===== src/lpm_clock_map.svh =====
`ifndef LPM_CLOCK_MAP_SVH
`define LPM_CLOCK_MAP_SVH

// ----------------------------------------------------------------
// register offsets (byte addresses)
// ----------------------------------------------------------------
`define MODE_CTRL_OFS      12'h000
`define MODE_STATUS_OFS    12'h004

// ----------------------------------------------------------------
// mode control fields
// ----------------------------------------------------------------
`define MODE_SEL_LSB       0
`define MODE_SEL_MSB       2
`define BIAS_USED_BIT      3
`define AUX_SRC_BIT        4
`define MODE_CTRL_RESET    32'h0000_0008

// ----------------------------------------------------------------
// status fields
// ----------------------------------------------------------------
`define ST_STATE_LSB       0
`define ST_LEVEL_LSB       2
`define ST_GATES_LSB       5

// ----------------------------------------------------------------
// timing
// ----------------------------------------------------------------
`define CLK_PERIOD_NS      40
`define WAKE_MAX_NS        6000
`define BIAS_START_NS      2000
`define WAKE_MAX_CYC       (`WAKE_MAX_NS / `CLK_PERIOD_NS)
`define BIAS_START_CYC     ((`BIAS_START_NS + `CLK_PERIOD_NS - 1) / `CLK_PERIOD_NS)

`endif


===== src/lpm_clock_pkg.sv =====
package lpm_clock_pkg;

    typedef enum logic [2:0] {
        MODE_RUN  = 3'h0,
        MODE_SLP0 = 3'h1,
        MODE_SLP1 = 3'h2,
        MODE_SLP2 = 3'h3,
        MODE_SLP3 = 3'h4,
        MODE_SLP4 = 3'h5
    } mode_t;

    // gray codes along run -> sleep -> wake -> handler
    typedef enum logic [1:0] {
        ST_RUN   = 2'h0,
        ST_SLEEP = 2'h1,
        ST_WAKE  = 2'h3,
        ST_ISR   = 2'h2
    } state_t;

    typedef struct packed {
        logic xtal;
        logic dcgen;
        logic aclk;
        logic subclk;
        logic mclk;
        logic cpu;
    } gate_t;

endpackage : lpm_clock_pkg


===== src/pin_sync3.sv =====
`timescale 1ns/1ns
`default_nettype none

module pin_sync3 (
    input  wire logic clk,     // system clock
    input  wire logic resetn,  // async reset, active low
    input  wire logic pin,     // asynchronous input
    output logic      level    // filtered level
);
    logic s1_q;
    logic s2_q;
    logic s3_q;

    always_ff @(posedge clk or negedge resetn) begin
        if (!resetn) begin
            s1_q <= 1'b0;
            s2_q <= 1'b0;
            s3_q <= 1'b0;
        end else begin
            s1_q <= pin;
            s2_q <= s1_q;
            s3_q <= s2_q;
        end
    end

    // a change counts only once the last two stages agree
    always_ff @(posedge clk or negedge resetn) begin
        if (!resetn) begin
            level <= 1'b0;
        end else if (s2_q == s3_q) begin
            level <= s3_q;
        end
    end

endmodule : pin_sync3

`default_nettype wire


===== src/settle_timer.sv =====
`timescale 1ns/1ns
`default_nettype none

module settle_timer #(
    parameter int W = 8
) (
    input  wire logic         clk,      // system clock
    input  wire logic         resetn,   // async reset, active low
    input  wire logic         load,     // start a count
    input  wire logic [W-1:0] load_val, // cycles to wait, at least one
    output logic              busy      // count still running
);
    logic [W-1:0] cnt_q;

    always_ff @(posedge clk or negedge resetn) begin
        if (!resetn) begin
            cnt_q <= '0;
        end else if (load) begin
            cnt_q <= load_val;
        end else if (cnt_q != '0) begin
            cnt_q <= cnt_q - 1'b1;
        end
    end

    assign busy = (cnt_q != '0);

endmodule : settle_timer

`default_nettype wire


===== src/lpm_clock_ctrl.sv =====
// Our own choices: the address map and register access over APB.
`timescale 1ns/1ns
`default_nettype none
`include "lpm_clock_map.svh"

// Behaviour
// (RULE1) run mode keeps every clock and CPU on
// (RULE2) level 0: CPU, main clock off; others run
// (RULE3) level 1 as 0; bias off if unused
// (RULE4) level 2: main, sub-main off; bias, aux on
// (RULE5) level 3: main, sub-main, bias off; aux on
// (RULE6) level 4: everything off, crystal stopped
// (RULE7) interrupt wakes; return re-enters the level
// (RULE8) software picks run or one sleep level
// (RULE9) wake-up finishes within the wake-up time
// (RULE10) main clock feeds CPU, sub-main feeds peripherals
// (RULE11) aux clock source: watch or fast crystal
// (RULE12) main clock before CPU; level kept for return
module lpm_clock_ctrl #(
    parameter int START_CYC = `BIAS_START_CYC,
    parameter int WAKE_CYC  = `WAKE_MAX_CYC
) (
    input  wire logic        clk,             // system clock, 25 MHz
    input  wire logic        resetn,          // async reset, active low
    input  wire logic        psel,            // apb select
    input  wire logic        penable,         // apb access phase
    input  wire logic        pwrite,          // apb direction
    input  wire logic [11:0] paddr,           // apb byte address
    input  wire logic [31:0] pwdata,          // apb write data
    output logic      [31:0] prdata,          // apb read data
    output logic             pready,          // apb ready
    output logic             pslverr,         // apb error
    input  wire logic        irq_pending,     // interrupt request from core
    input  wire logic        irq_return,      // handler return pulse
    input  wire logic        wake_pin,        // asynchronous wake input
    output logic             cpu_en,          // CPU enable
    output logic             main_clk_en,     // main clock gate
    output logic             sub_main_clk_en, // sub-main clock gate
    output logic             aux_clk_en,      // auxiliary clock gate
    output logic             dcgen_en,        // oscillator bias enable
    output logic             xtal_en,         // crystal oscillator enable
    output logic             aux_src_hf       // aux source: 1 fast crystal
);
    import lpm_clock_pkg::*;

    localparam int TW         = $clog2(START_CYC + 2);
    localparam int WAKE_BOUND = WAKE_CYC;

    // wake path: timer plus state hops must stay inside the wake-up time
    if (START_CYC < 1 || START_CYC + 4 > WAKE_CYC) begin : g_bad_timing
        $error("settle count does not fit the wake-up time");
    end

    // ----------------------------------------------------------------
    // gate decode
    // ----------------------------------------------------------------
    function automatic gate_t mode_gates(input mode_t m, input logic bias_used);
        gate_t g;
        g = '1;
        case (m)
            MODE_RUN: begin
                g = '1;                                        // [RULE1]
            end
            MODE_SLP0: begin
                g.cpu  = 1'b0;                                 // [RULE2]
                g.mclk = 1'b0;
            end
            MODE_SLP1: begin
                g.cpu   = 1'b0;                                // [RULE3]
                g.mclk  = 1'b0;
                g.dcgen = bias_used;
            end
            MODE_SLP2: begin
                g.cpu    = 1'b0;                               // [RULE4]
                g.mclk   = 1'b0;
                g.subclk = 1'b0;
            end
            MODE_SLP3: begin
                g.cpu    = 1'b0;                               // [RULE5]
                g.mclk   = 1'b0;
                g.subclk = 1'b0;
                g.dcgen = 1'b0;
            end
            MODE_SLP4: begin
                g = '0;                                        // [RULE6]
            end
            default: begin
                g = '1;
            end
        endcase
        return g;
    endfunction : mode_gates

    function automatic logic valid_mode(input logic [2:0] v);
        return (v <= 3'h5);
    endfunction : valid_mode

    // ----------------------------------------------------------------
    // state and signals
    // ----------------------------------------------------------------
    state_t      st_q;
    mode_t       lvl_q;
    logic        bias_used_q;
    logic        aux_hf_q;
    gate_t       gate_d;
    logic        wake_lvl;
    logic        wake_req;
    logic        acc;
    logic        wr_mode;
    logic        busy;
    logic        tmr_load;
    logic [TW-1:0] tmr_val;
    logic [2:0]  new_mode;

    pin_sync3 u_wake_sync (
        .clk    (clk),
        .resetn (resetn),
        .pin    (wake_pin),
        .level  (wake_lvl)
    );

    assign wake_req = irq_pending | wake_lvl;
    assign acc      = psel & penable & pready;
    assign wr_mode  = acc & pwrite & (paddr == `MODE_CTRL_OFS);
    assign new_mode = pwdata[`MODE_SEL_MSB:`MODE_SEL_LSB];

    // ----------------------------------------------------------------
    // apb slave: answer one cycle into the access phase
    // ----------------------------------------------------------------
    always_ff @(posedge clk or negedge resetn) begin
        if (!resetn) begin
            pready  <= 1'b0;
            pslverr <= 1'b0;
            prdata  <= 32'h0000_0000;
        end else if (psel && penable && !pready) begin
            pready  <= 1'b1;
            pslverr <= (paddr != `MODE_CTRL_OFS) && (paddr != `MODE_STATUS_OFS);
            prdata  <= 32'h0000_0000;
            if (!pwrite && paddr == `MODE_CTRL_OFS) begin
                prdata[`MODE_SEL_MSB:`MODE_SEL_LSB] <= lvl_q;
                prdata[`BIAS_USED_BIT]              <= bias_used_q;
                prdata[`AUX_SRC_BIT]                <= aux_hf_q;
            end else if (!pwrite && paddr == `MODE_STATUS_OFS) begin
                prdata[`ST_STATE_LSB +: 2]          <= st_q;
                prdata[`ST_LEVEL_LSB +: 3]          <= lvl_q;
                prdata[`ST_GATES_LSB +: 6]          <= {xtal_en, dcgen_en, aux_clk_en,
                                                        sub_main_clk_en, main_clk_en, cpu_en};
            end
        end else begin
            pready  <= 1'b0;
            pslverr <= 1'b0;
        end
    end

    // ----------------------------------------------------------------
    // mode register; out-of-range mode codes are ignored
    // ----------------------------------------------------------------
    always_ff @(posedge clk or negedge resetn) begin
        if (!resetn) begin
            lvl_q      <= MODE_RUN;
            bias_used_q <= 1'(`MODE_CTRL_RESET >> `BIAS_USED_BIT);
            aux_hf_q    <= 1'(`MODE_CTRL_RESET >> `AUX_SRC_BIT);
        end else if (wr_mode) begin
            if (valid_mode(new_mode)) begin
                lvl_q <= mode_t'(new_mode);                    // [RULE8]
            end
            bias_used_q <= pwdata[`BIAS_USED_BIT];
            aux_hf_q    <= pwdata[`AUX_SRC_BIT];              // [RULE11]
        end
    end

    // ----------------------------------------------------------------
    // sleep / wake sequencer
    // ----------------------------------------------------------------
    // restart of the bias generator is only paid when it was switched off
    assign tmr_load = (st_q == ST_SLEEP) && wake_req;
    assign tmr_val  = mode_gates(lvl_q, bias_used_q).dcgen ? TW'(1) : TW'(START_CYC);

    settle_timer #(
        .W (TW)
    ) u_settle (
        .clk      (clk),
        .resetn   (resetn),
        .load     (tmr_load),
        .load_val (tmr_val),
        .busy     (busy)
    );

    always_ff @(posedge clk or negedge resetn) begin
        if (!resetn) begin
            st_q <= ST_RUN;
        end else begin
            case (st_q)
                ST_RUN: begin
                    if (wr_mode && valid_mode(new_mode) && new_mode != MODE_RUN) begin
                        st_q <= ST_SLEEP;
                    end
                end
                ST_SLEEP: begin
                    if (lvl_q == MODE_RUN) begin
                        st_q <= ST_RUN;
                    end else if (wake_req) begin
                        st_q <= ST_WAKE;                       // [RULE7]
                    end
                end
                ST_WAKE: begin
                    if (main_clk_en) begin
                        st_q <= ST_ISR;                        // [RULE12]
                    end
                end
                ST_ISR: begin
                    if (irq_return) begin
                        // the handler may have cleared the level to stay awake
                        st_q <= (lvl_q == MODE_RUN) ? ST_RUN : ST_SLEEP; // [RULE7]
                    end
                end
                default: begin
                    st_q <= ST_RUN;
                end
            endcase
        end
    end

    always_comb begin
        case (st_q)
            ST_SLEEP: begin
                gate_d = mode_gates(lvl_q, bias_used_q);
            end
            ST_WAKE: begin
                gate_d       = mode_gates(lvl_q, bias_used_q);
                gate_d.dcgen = 1'b1;                           // [RULE9]
                gate_d.mclk  = !busy && !tmr_load;             // [RULE12]
            end
            default: begin
                gate_d = mode_gates(MODE_RUN, bias_used_q);
            end
        endcase
    end

    // main clock drives the CPU, sub-main clock the peripherals
    always_ff @(posedge clk or negedge resetn) begin
        if (!resetn) begin
            cpu_en          <= 1'b1;
            main_clk_en     <= 1'b1;
            sub_main_clk_en <= 1'b1;
            aux_clk_en      <= 1'b1;
            dcgen_en        <= 1'b1;
            xtal_en         <= 1'b1;
            aux_src_hf      <= 1'b0;
        end else begin
            cpu_en          <= gate_d.cpu & gate_d.mclk;       // [RULE10]
            main_clk_en     <= gate_d.mclk;
            sub_main_clk_en <= gate_d.subclk;
            aux_clk_en      <= gate_d.aclk;
            dcgen_en        <= gate_d.dcgen;
            xtal_en         <= gate_d.xtal;
            aux_src_hf      <= aux_hf_q;                       // [RULE11]
        end
    end
endmodule : lpm_clock_ctrl

`default_nettype wire


===== config.mk =====
export PLATFORM = sky130hd
export DESIGN_NAME = lpm_clock_ctrl
export DESIGN_NICKNAME = d
export VERILOG_FILES = /design/src/lpm_clock_pkg.sv /design/src/pin_sync3.sv /design/src/settle_timer.sv /design/src/lpm_clock_ctrl.sv
export VERILOG_INCLUDE_DIRS = /design/src /design/src/src
export SDC_FILE = /design/constraint.sdc
export NUM_CORES = 1
export LEC_CHECK = 0
export ABC_AREA = 1
export BUFFER_PORTS_ARGS = -buffer_cell sky130_fd_sc_hd__buf_4
export CORE_MARGIN = 5
export CORE_UTILIZATION = 25
export CTS_BUF_LIST = sky130_fd_sc_hd__clkbuf_16
export CTS_CLUSTER_SIZE = 28
export DETAILED_ROUTE_END_ITERATION = 6
export GPL_ROUTABILITY_DRIVEN = 0
export MAX_ROUTING_LAYER = met4
export PLACE_DENSITY = 0.6
export SYNTH_ARGS = -nofsm -noshare
export SYNTH_HDL_FRONTEND = slang
export SYNTH_SLANG_ARGS = --single-unit

===== constraint.sdc =====
create_clock -name clk -period 1.4 [get_ports clk]
set_input_delay 0.14 -clock clk [delete_from_list [all_inputs] [get_ports clk]]
set_output_delay 0.14 -clock clk [all_outputs]
set_load 0.005 [all_outputs]

### Word-level counts from Yosys, hierarchy flattened

Cells that the tools add are included.

| cells by class | value |
|---|---|
| reduce and logical (&&, ||, !) cells | 25 |
| multiply operators | 0 |
| divide/modulo/power cells | 0 |
| add/sub/neg operators | 1 |
| bitwise logic cells | 6 |
| mux-type cells | 20 |
| equal/unequal tests | 15 |
| $lt $le $gt $ge | 1 |
| shifts and indexed selects | 0 |

Operators by type and width:

| kind | count |
|---|---|
| two-way mux 6 bit | 4 |
| equality test 12 x 3 -> 1 bit, second input constant | 1 |
| logical NOT 12 bit | 1 |
| two-way mux 2 bit | 6 |
| inequality test 12 x 3 -> 1 bit, second input constant | 1 |
| one-hot mux 6 bit (2 select lines) | 1 |
| nonzero test 12 bit | 1 |
| two-way mux 11 bit | 1 |
| logical AND 1 bit | 9 |
| one-hot mux 2 bit (4 select lines) | 1 |
| equality test 3 x 2 -> 1 bit, second input constant | 2 |
| equality test 3 bit, second input constant | 2 |
| inequality test 2 bit, second input constant | 3 |
| nonzero test 6 bit | 1 |
| subtractor 6 x 1 -> 6 bit, second input constant | 1 |
| bitwise AND 1 bit | 5 |
| two-way mux 1 bit | 5 |
| two-way mux 5 bit | 1 |
| OR reduction 5 bit | 1 |
| equality test 2 bit, second input constant | 2 |
| logical NOT 1 bit | 4 |
| AND reduction 4 bit | 1 |
| equality test 3 x 1 -> 1 bit, second input constant | 1 |
| <= comparator 3 bit, second input constant | 1 |
| 12 further kinds | 12 |

| word-level totals | value |
|---|---|
| register bits | 37 |
| memories kept | 0 |
| ROM bits | 0 |
| bits in latches | 0 |
| bits in writable memories | 0 |
| logic and storage cells | 87 |

### Logic depth before layout (Yosys ltp)

| logic depth | value |
|---|---|
| depth in word-level cells | 8 |
| depth in mapped cells | 9 |
| gate-level depth less buffers | 9 |

### Hierarchy

Synthesis repeated with hierarchy kept, for this count alone.

| unflattened totals | value |
|---|---|
| cell total of the unflattened synthesis | 239 |
| area total of the unflattened synthesis | 1,935.6 um^2 |

Modules (own cells, without submodules):

| module | instances | cells each | seq. area each (um^2) | area each (um^2) |
|---|---|---|---|---|
| lpm_clock_ctrl | 1 | 179 | 633.1 | 1,427.6 |
| settle_timer | 1 | 52 | 150.1 | 391.6 |
| pin_sync3 | 1 | 8 | 100.1 | 116.4 |

### Least setup slack after synthesis

OpenSTA, ideal clock, no wires.

| path | value |
|---|---|
| path type | register to register |
| start | register u_settle.cnt_q[0] |
| end | register u_settle.cnt_q[0] |
| period minus slack after synthesis | 1,266 ps |
| required time | 1,273 ps |
| data arrival time | 1,139 ps |
| cell stages (with the launch flop) | 8 |
| slack | 134 ps |
| buffers on the path | 0 |
| cells stage by stage | dfrtp_1 > inv_1 > ha_1 > nand4_1 > nor2_2 > inv_2 > o211ai_1 > o21ai_1 |

| between the ends | value |
|---|---|
| word-level cells in the longest chain between the ends | 3 |

Ends and longest elaborated chain:

| element | line | RTL |
|---|---|---|
| start, declared | settle_timer.sv:13 | `logic [W-1:0] cnt_q;` |
| start signal, assigned | settle_timer.sv:19 | `cnt_q <= load_val;` |
| start signal, assigned | settle_timer.sv:21 | `cnt_q <= cnt_q - 1'b1;` |
| subtractor 6 x 1 -> 6 bit | settle_timer.sv:21 |  |
| two-way mux 6 bit | settle_timer.sv:20 | `end else if (cnt_q != '0) begin` |
| two-way mux 6 bit | settle_timer.sv:18 | `end else if (load) begin` |

Several ways; a longest one is shown, not always the timed one. The select of a mux whose other input is x is not followed.
A chain may end at the register's enable or synchronous reset.

### Final worst setup path

| path | value |
|---|---|
| start | register st_q[0] |
| end | register u_settle.cnt_q[0] |

| between the ends | value |
|---|---|
| word-level cells in the longest chain between the ends | 3 |

Ends and longest elaborated chain:

| element | line | RTL |
|---|---|---|
| start, declared | lpm_clock_ctrl.sv:101 | `state_t st_q;` |
| start signal, assigned | lpm_clock_ctrl.sv:214 | `st_q <= (lvl_q == MODE_RUN) ? ST_RUN : ST_SLEEP;` |
| equality test 2 x 1 -> 1 bit * | lpm_clock_ctrl.sv:176 | `assign tmr_load = (st_q == ST_SLEEP) && wake_req;` |
| logical AND 1 bit * | lpm_clock_ctrl.sv:176 |  |
| two-way mux 6 bit / nonzero test 2 bit (equally long branches) | -- |  |

Every way passes the cells marked *; elsewhere a longest branch is shown, timed or not.

==> impl_metrics.xml <==
<?xml version="1.0" encoding="UTF-8"?>
<metrics>
  <group name="outcome">
    <metric name="result_of_the_run" unit="">completed</metric>
  </group>
  <group name="cts">
    <metric name="ctsRootBufferMaster" unit="">sky130_fd_sc_hd__clkbuf_16</metric>
    <metric name="numClockSinks" unit="">35</metric>
    <metric name="cts_tree" unit="">yes</metric>
    <metric name="clock_latency_on_the_worst_skew_pair" unit="ns">0.28</metric>
    <metric name="postCtsSetupRepairBufs" unit="">0</metric>
    <metric name="cts_buffer_depth" unit="">2</metric>
    <metric name="path_clk_slew" unit="ns">0.05</metric>
    <metric name="cts_buffers" unit="">5</metric>
    <metric name="htreeDepth" unit="">2</metric>
  </group>
  <group name="cells_and_area">
    <metric name="drive_gt1_frac" unit="">0.313</metric>
    <metric name="finalCoreUtilization" unit="">0.337</metric>
    <metric name="register_area" unit="sq um">885</metric>
    <metric name="area_of_combinational_cells_with_multiple_inputs" unit="sq um">783</metric>
    <metric name="finalNetCount" unit="">335</metric>
    <metric name="num_antenna_cells" unit="">0</metric>
    <metric name="num-fill-cells" unit="">756</metric>
    <metric name="area_growth_syn_to_layout" unit="%">30.7</metric>
  </group>
  <group name="synthesis">
    <metric name="synth_top_cell_area_share" unit="">0.388</metric>
    <metric name="synth_largest_area_cell" unit="">sky130_fd_sc_hd__dfrtp_1</metric>
    <metric name="syn_inst" unit="">225</metric>
    <metric name="synth_commonest_cells" unit="">sky130_fd_sc_hd__nand2_1 (66), sky130_fd_sc_hd__dfrtp_1 (29), sky130_fd_sc_hd__buf_4 (23)</metric>
    <metric name="synth_sequential_area_ratio" unit="">0.473</metric>
    <metric name="yosys-top-cells-area" unit="">sky130_fd_sc_hd__dfrtp_1 (39%), sky130_fd_sc_hd__nand2_1 (13%), sky130_fd_sc_hd__buf_4 (9.2%), sky130_fd_sc_hd__dfstp_2 (8.4%), sky130_fd_sc_hd__inv_1 (4.4%)</metric>
    <metric name="synth_area_per_inst" unit="sq um">8.31</metric>
    <metric name="synth-seq-cells" unit="">35</metric>
    <metric name="synth.yosys.warnings" unit="">0</metric>
    <metric name="synthArstFlopShare" unit="">1.00</metric>
    <metric name="synth_cell_type_count" unit="">31</metric>
    <metric name="netlist_area" unit="sq um">1870</metric>
    <metric name="synth_most_common_cell" unit="">sky130_fd_sc_hd__nand2_1</metric>
    <metric name="yosys_most_used_dff" unit="">sky130_fd_sc_hd__dfrtp_1</metric>
    <metric name="post_synth_edffs" unit="">0</metric>
  </group>
  <group name="die">
    <metric name="die_w" unit="um">96.5</metric>
    <metric name="io-pin-count" unit="">93</metric>
    <metric name="initial_cell_density_of_the_core" unit="">0.258</metric>
    <metric name="fp.coreArea" unit="sq um">7250</metric>
    <metric name="std_cell_rows" unit="">31</metric>
    <metric name="die-height" unit="um">96.5</metric>
    <metric name="design.die.area" unit="sq um">9310</metric>
  </group>
  <group name="global_routing">
    <metric name="grt_usage" unit="">0.0920</metric>
    <metric name="grt_first_pass_wirelength" unit="um">6350</metric>
    <metric name="overflow" unit="">0</metric>
    <metric name="grt_start_max_net_pins" unit="">36</metric>
    <metric name="grt_pass1_vias" unit="">1370</metric>
    <metric name="grt_antenna_before_repair" unit="">0</metric>
  </group>
  <group name="critical_path">
    <metric name="timing.rr.end" unit="">u_settle.cnt_q[0]</metric>
    <metric name="worst-endpoint-required" unit="ns">1.56</metric>
    <metric name="crit_fanout" unit="">6</metric>
    <metric name="path_class" unit="">reg -&gt; reg</metric>
    <metric name="r2r.worst_path.cells" unit="">8</metric>
    <metric name="critical_path.endpoint_type" unit="">flop</metric>
    <metric name="setup.worst_path.end" unit="">u_settle.cnt_q[0]</metric>
    <metric name="critPathLaunchType" unit="">flop</metric>
    <metric name="r2r_start" unit="">st_q[0]</metric>
    <metric name="startpoint" unit="">st_q[0]</metric>
    <metric name="worstPathArrival" unit="ns">1.44</metric>
    <metric name="minimum_setup_slack_among_reg_to_reg_paths" unit="ns">0.12</metric>
  </group>
  <group name="detailed_routing">
    <metric name="post-route-drc-count" unit="">0</metric>
    <metric name="vias_per_cell" unit="">4.01</metric>
    <metric name="dr.pass1.iters" unit="">4</metric>
    <metric name="drt_wl_total" unit="um">3900</metric>
    <metric name="routedWlPerCell" unit="um">10.3</metric>
    <metric name="detailedRoute.firstIterationViolations" unit="">51</metric>
    <metric name="ant_nets" unit="">0</metric>
    <metric name="via_count" unit="">1524</metric>
  </group>
  <group name="power">
    <metric name="internal_power" unit="W">0.00228</metric>
    <metric name="vdd_ir_drop_max" unit="mV">0.564</metric>
    <metric name="clkPwrFrac" unit="">0.317</metric>
    <metric name="power.density_cell_area" unit="nW/um^2">1380</metric>
    <metric name="p_leak" unit="nW">1.26</metric>
    <metric name="switching_share_of_power" unit="">0.326</metric>
    <metric name="switching_power" unit="W">0.00110</metric>
    <metric name="seqPwrFrac" unit="">0.387</metric>
    <metric name="comb_power_share" unit="">0.296</metric>
  </group>
  <group name="timing">
    <metric name="rsz0062_at_grt" unit="">false</metric>
    <metric name="layout_worst_path_cycle_share" unit="">0.918</metric>
    <metric name="totalNegativeSetupSlack" unit="ns">0</metric>
    <metric name="timing.final.crit_period" unit="ns">1.28</metric>
    <metric name="setup_viol" unit="">0</metric>
    <metric name="timing.clock.skew" unit="ns">0.00558</metric>
    <metric name="report.final.hold_viol_count" unit="">0</metric>
    <metric name="report.final.slew_viol_count" unit="">0</metric>
    <metric name="timing.fmax" unit="MHz">778</metric>
  </group>
  <group name="placement">
    <metric name="hpwl" unit="um">3110</metric>
    <metric name="io_buffers" unit="">44</metric>
  </group>
  <group name="worst_hold_path">
    <metric name="min_path_type" unit="">in -&gt; reg</metric>
  </group>
  <group name="job">
    <metric name="max_cap_viol_count" unit="">0</metric>
  </group>
</metrics>
==> critical path, cell delays in order, from the launching register on <==
cell and delay (ns):
sky130_fd_sc_hd__dfrtp_2 0.44, sky130_fd_sc_hd__inv_2 0.12, sky130_fd_sc_hd__nor2_4 0.06, sky130_fd_sc_hd__nand2_4 0.10, sky130_fd_sc_hd__clkinv_4 0.07, sky130_fd_sc_hd__nor2_2 0.13, sky130_fd_sc_hd__inv_2 0.06, sky130_fd_sc_hd__o211ai_1 0.08
sky130_fd_sc_hd__o21ai_1 0.09
==> logic make-up after synthesis <==
family	after synthesis	synth area share
other	1	0.00201
AND/OR/NAND/NOR	107	0.262
XOR/XNOR	3	0.0141
buffers and inverters	51	0.152
AO/OA/AOI/OAI	24	0.0716
adder cells (fa/ha/maj)	4	0.0254
flip-flops	35	0.473
==> worst min-delay path by stage <==
stage | endpoint | slack (ns) | start | cells after the start
4_1_cts | aux_hf_q | 0.06 | pwdata[4] | 3
5_1_grt | aux_hf_q | 0.09 | pwdata[4] | 3
2_1_floorplan | aux_hf_q | -0.16 | resetn | 0
6_report | aux_hf_q | 0.06 | pwdata[4] | 3
3_3_place_gp | pslverr | 0.12 | resetn | 1
3_5_place_dp | pslverr | 0.12 | resetn | 1
==> power groups by stage <==
| stage | clock, W | sequential [W] | combinational [W] |
|---|---|---|---|
| floorplan | 0 | 0.00129 | 0.000722 |
| global placement | 0 | 0.00132 | 0.000979 |
| detailed placement | 0 | 0.00132 | 0.00101 |
| CTS | 0.00111 | 0.00130 | 0.00101 |
| global route | 0.00116 | 0.00134 | 0.00116 |
| finish | 0.00107 | 0.00131 | 0.00100 |
==> per-layer routing <==
layer / wire (um) / global-route usage / up-vias
li1: - / - / 786
met1: 1720 / 0.113 / 682
met2: 1830 / 0.144 / 50
met3: 311 / 0.0333 / 6
met4: 44 / 0.0245 / 0
met5: 0 / - / -
==> layout by cell type (no fill, tap or decap), drive strengths merged <==
master       instances
nand2               71
buf                 51
dfrtp               29
inv                 25
conb                21
o21ai               15
nor2                15
nand3               12
dfstp                6
clkbuf               5
nor3                 5
a21oi                4
nand4                3
xor2                 3
ha                   3
clkinvlp             2
dlygate4sd3          2
clkinv               2
nand3b               1
o21bai               1
o22ai                1
a31oi                1
maj3                 1
a211oi               1
o211ai               1
==> registers in the layout, summed over array words and instances, names as in the netlist, 2 cells and up <==
register,count
prdata,10
u_settle.cnt_q,6
lvl_q,3
st_q,2
==> per-stage QoR <==
step           total power [W]  instance area, sq um  std cells  hold slack [ns]  setup slack (ns)
2_1_floorplan          0.00202                  1940        245           -0.156             0.134
3_3_place_gp           0.00230                  2270        370            0.116            0.0973
3_5_place_dp           0.00233                  2270        370            0.116            0.0855
4_1_cts                0.00343                  2430        380           0.0622            0.0673
5_1_grt                0.00365                  2440        380           0.0905           0.00474
6_report               0.00338                  2440        380           0.0636             0.115
==> repair_timing <==
action | in CTS | in global routing
setup endpoints to repair | 0 | 2
resized for setup | 0 | 5
endpoints found under the hold margin | 30 | 0
hold buffers | 2 | 0
==> area by class of cell <==
class	count	share of cell area
Clock inverter	3	0.00820
Timing Repair Buffer	53	0.165
Clock buffer	5	0.0512
Sequential cell	35	0.362
Multi-Input combinational cell	159	0.321
Tap cell	99	0.0507
Inverter	26	0.0420
Power figures use the tool's default switching activity.
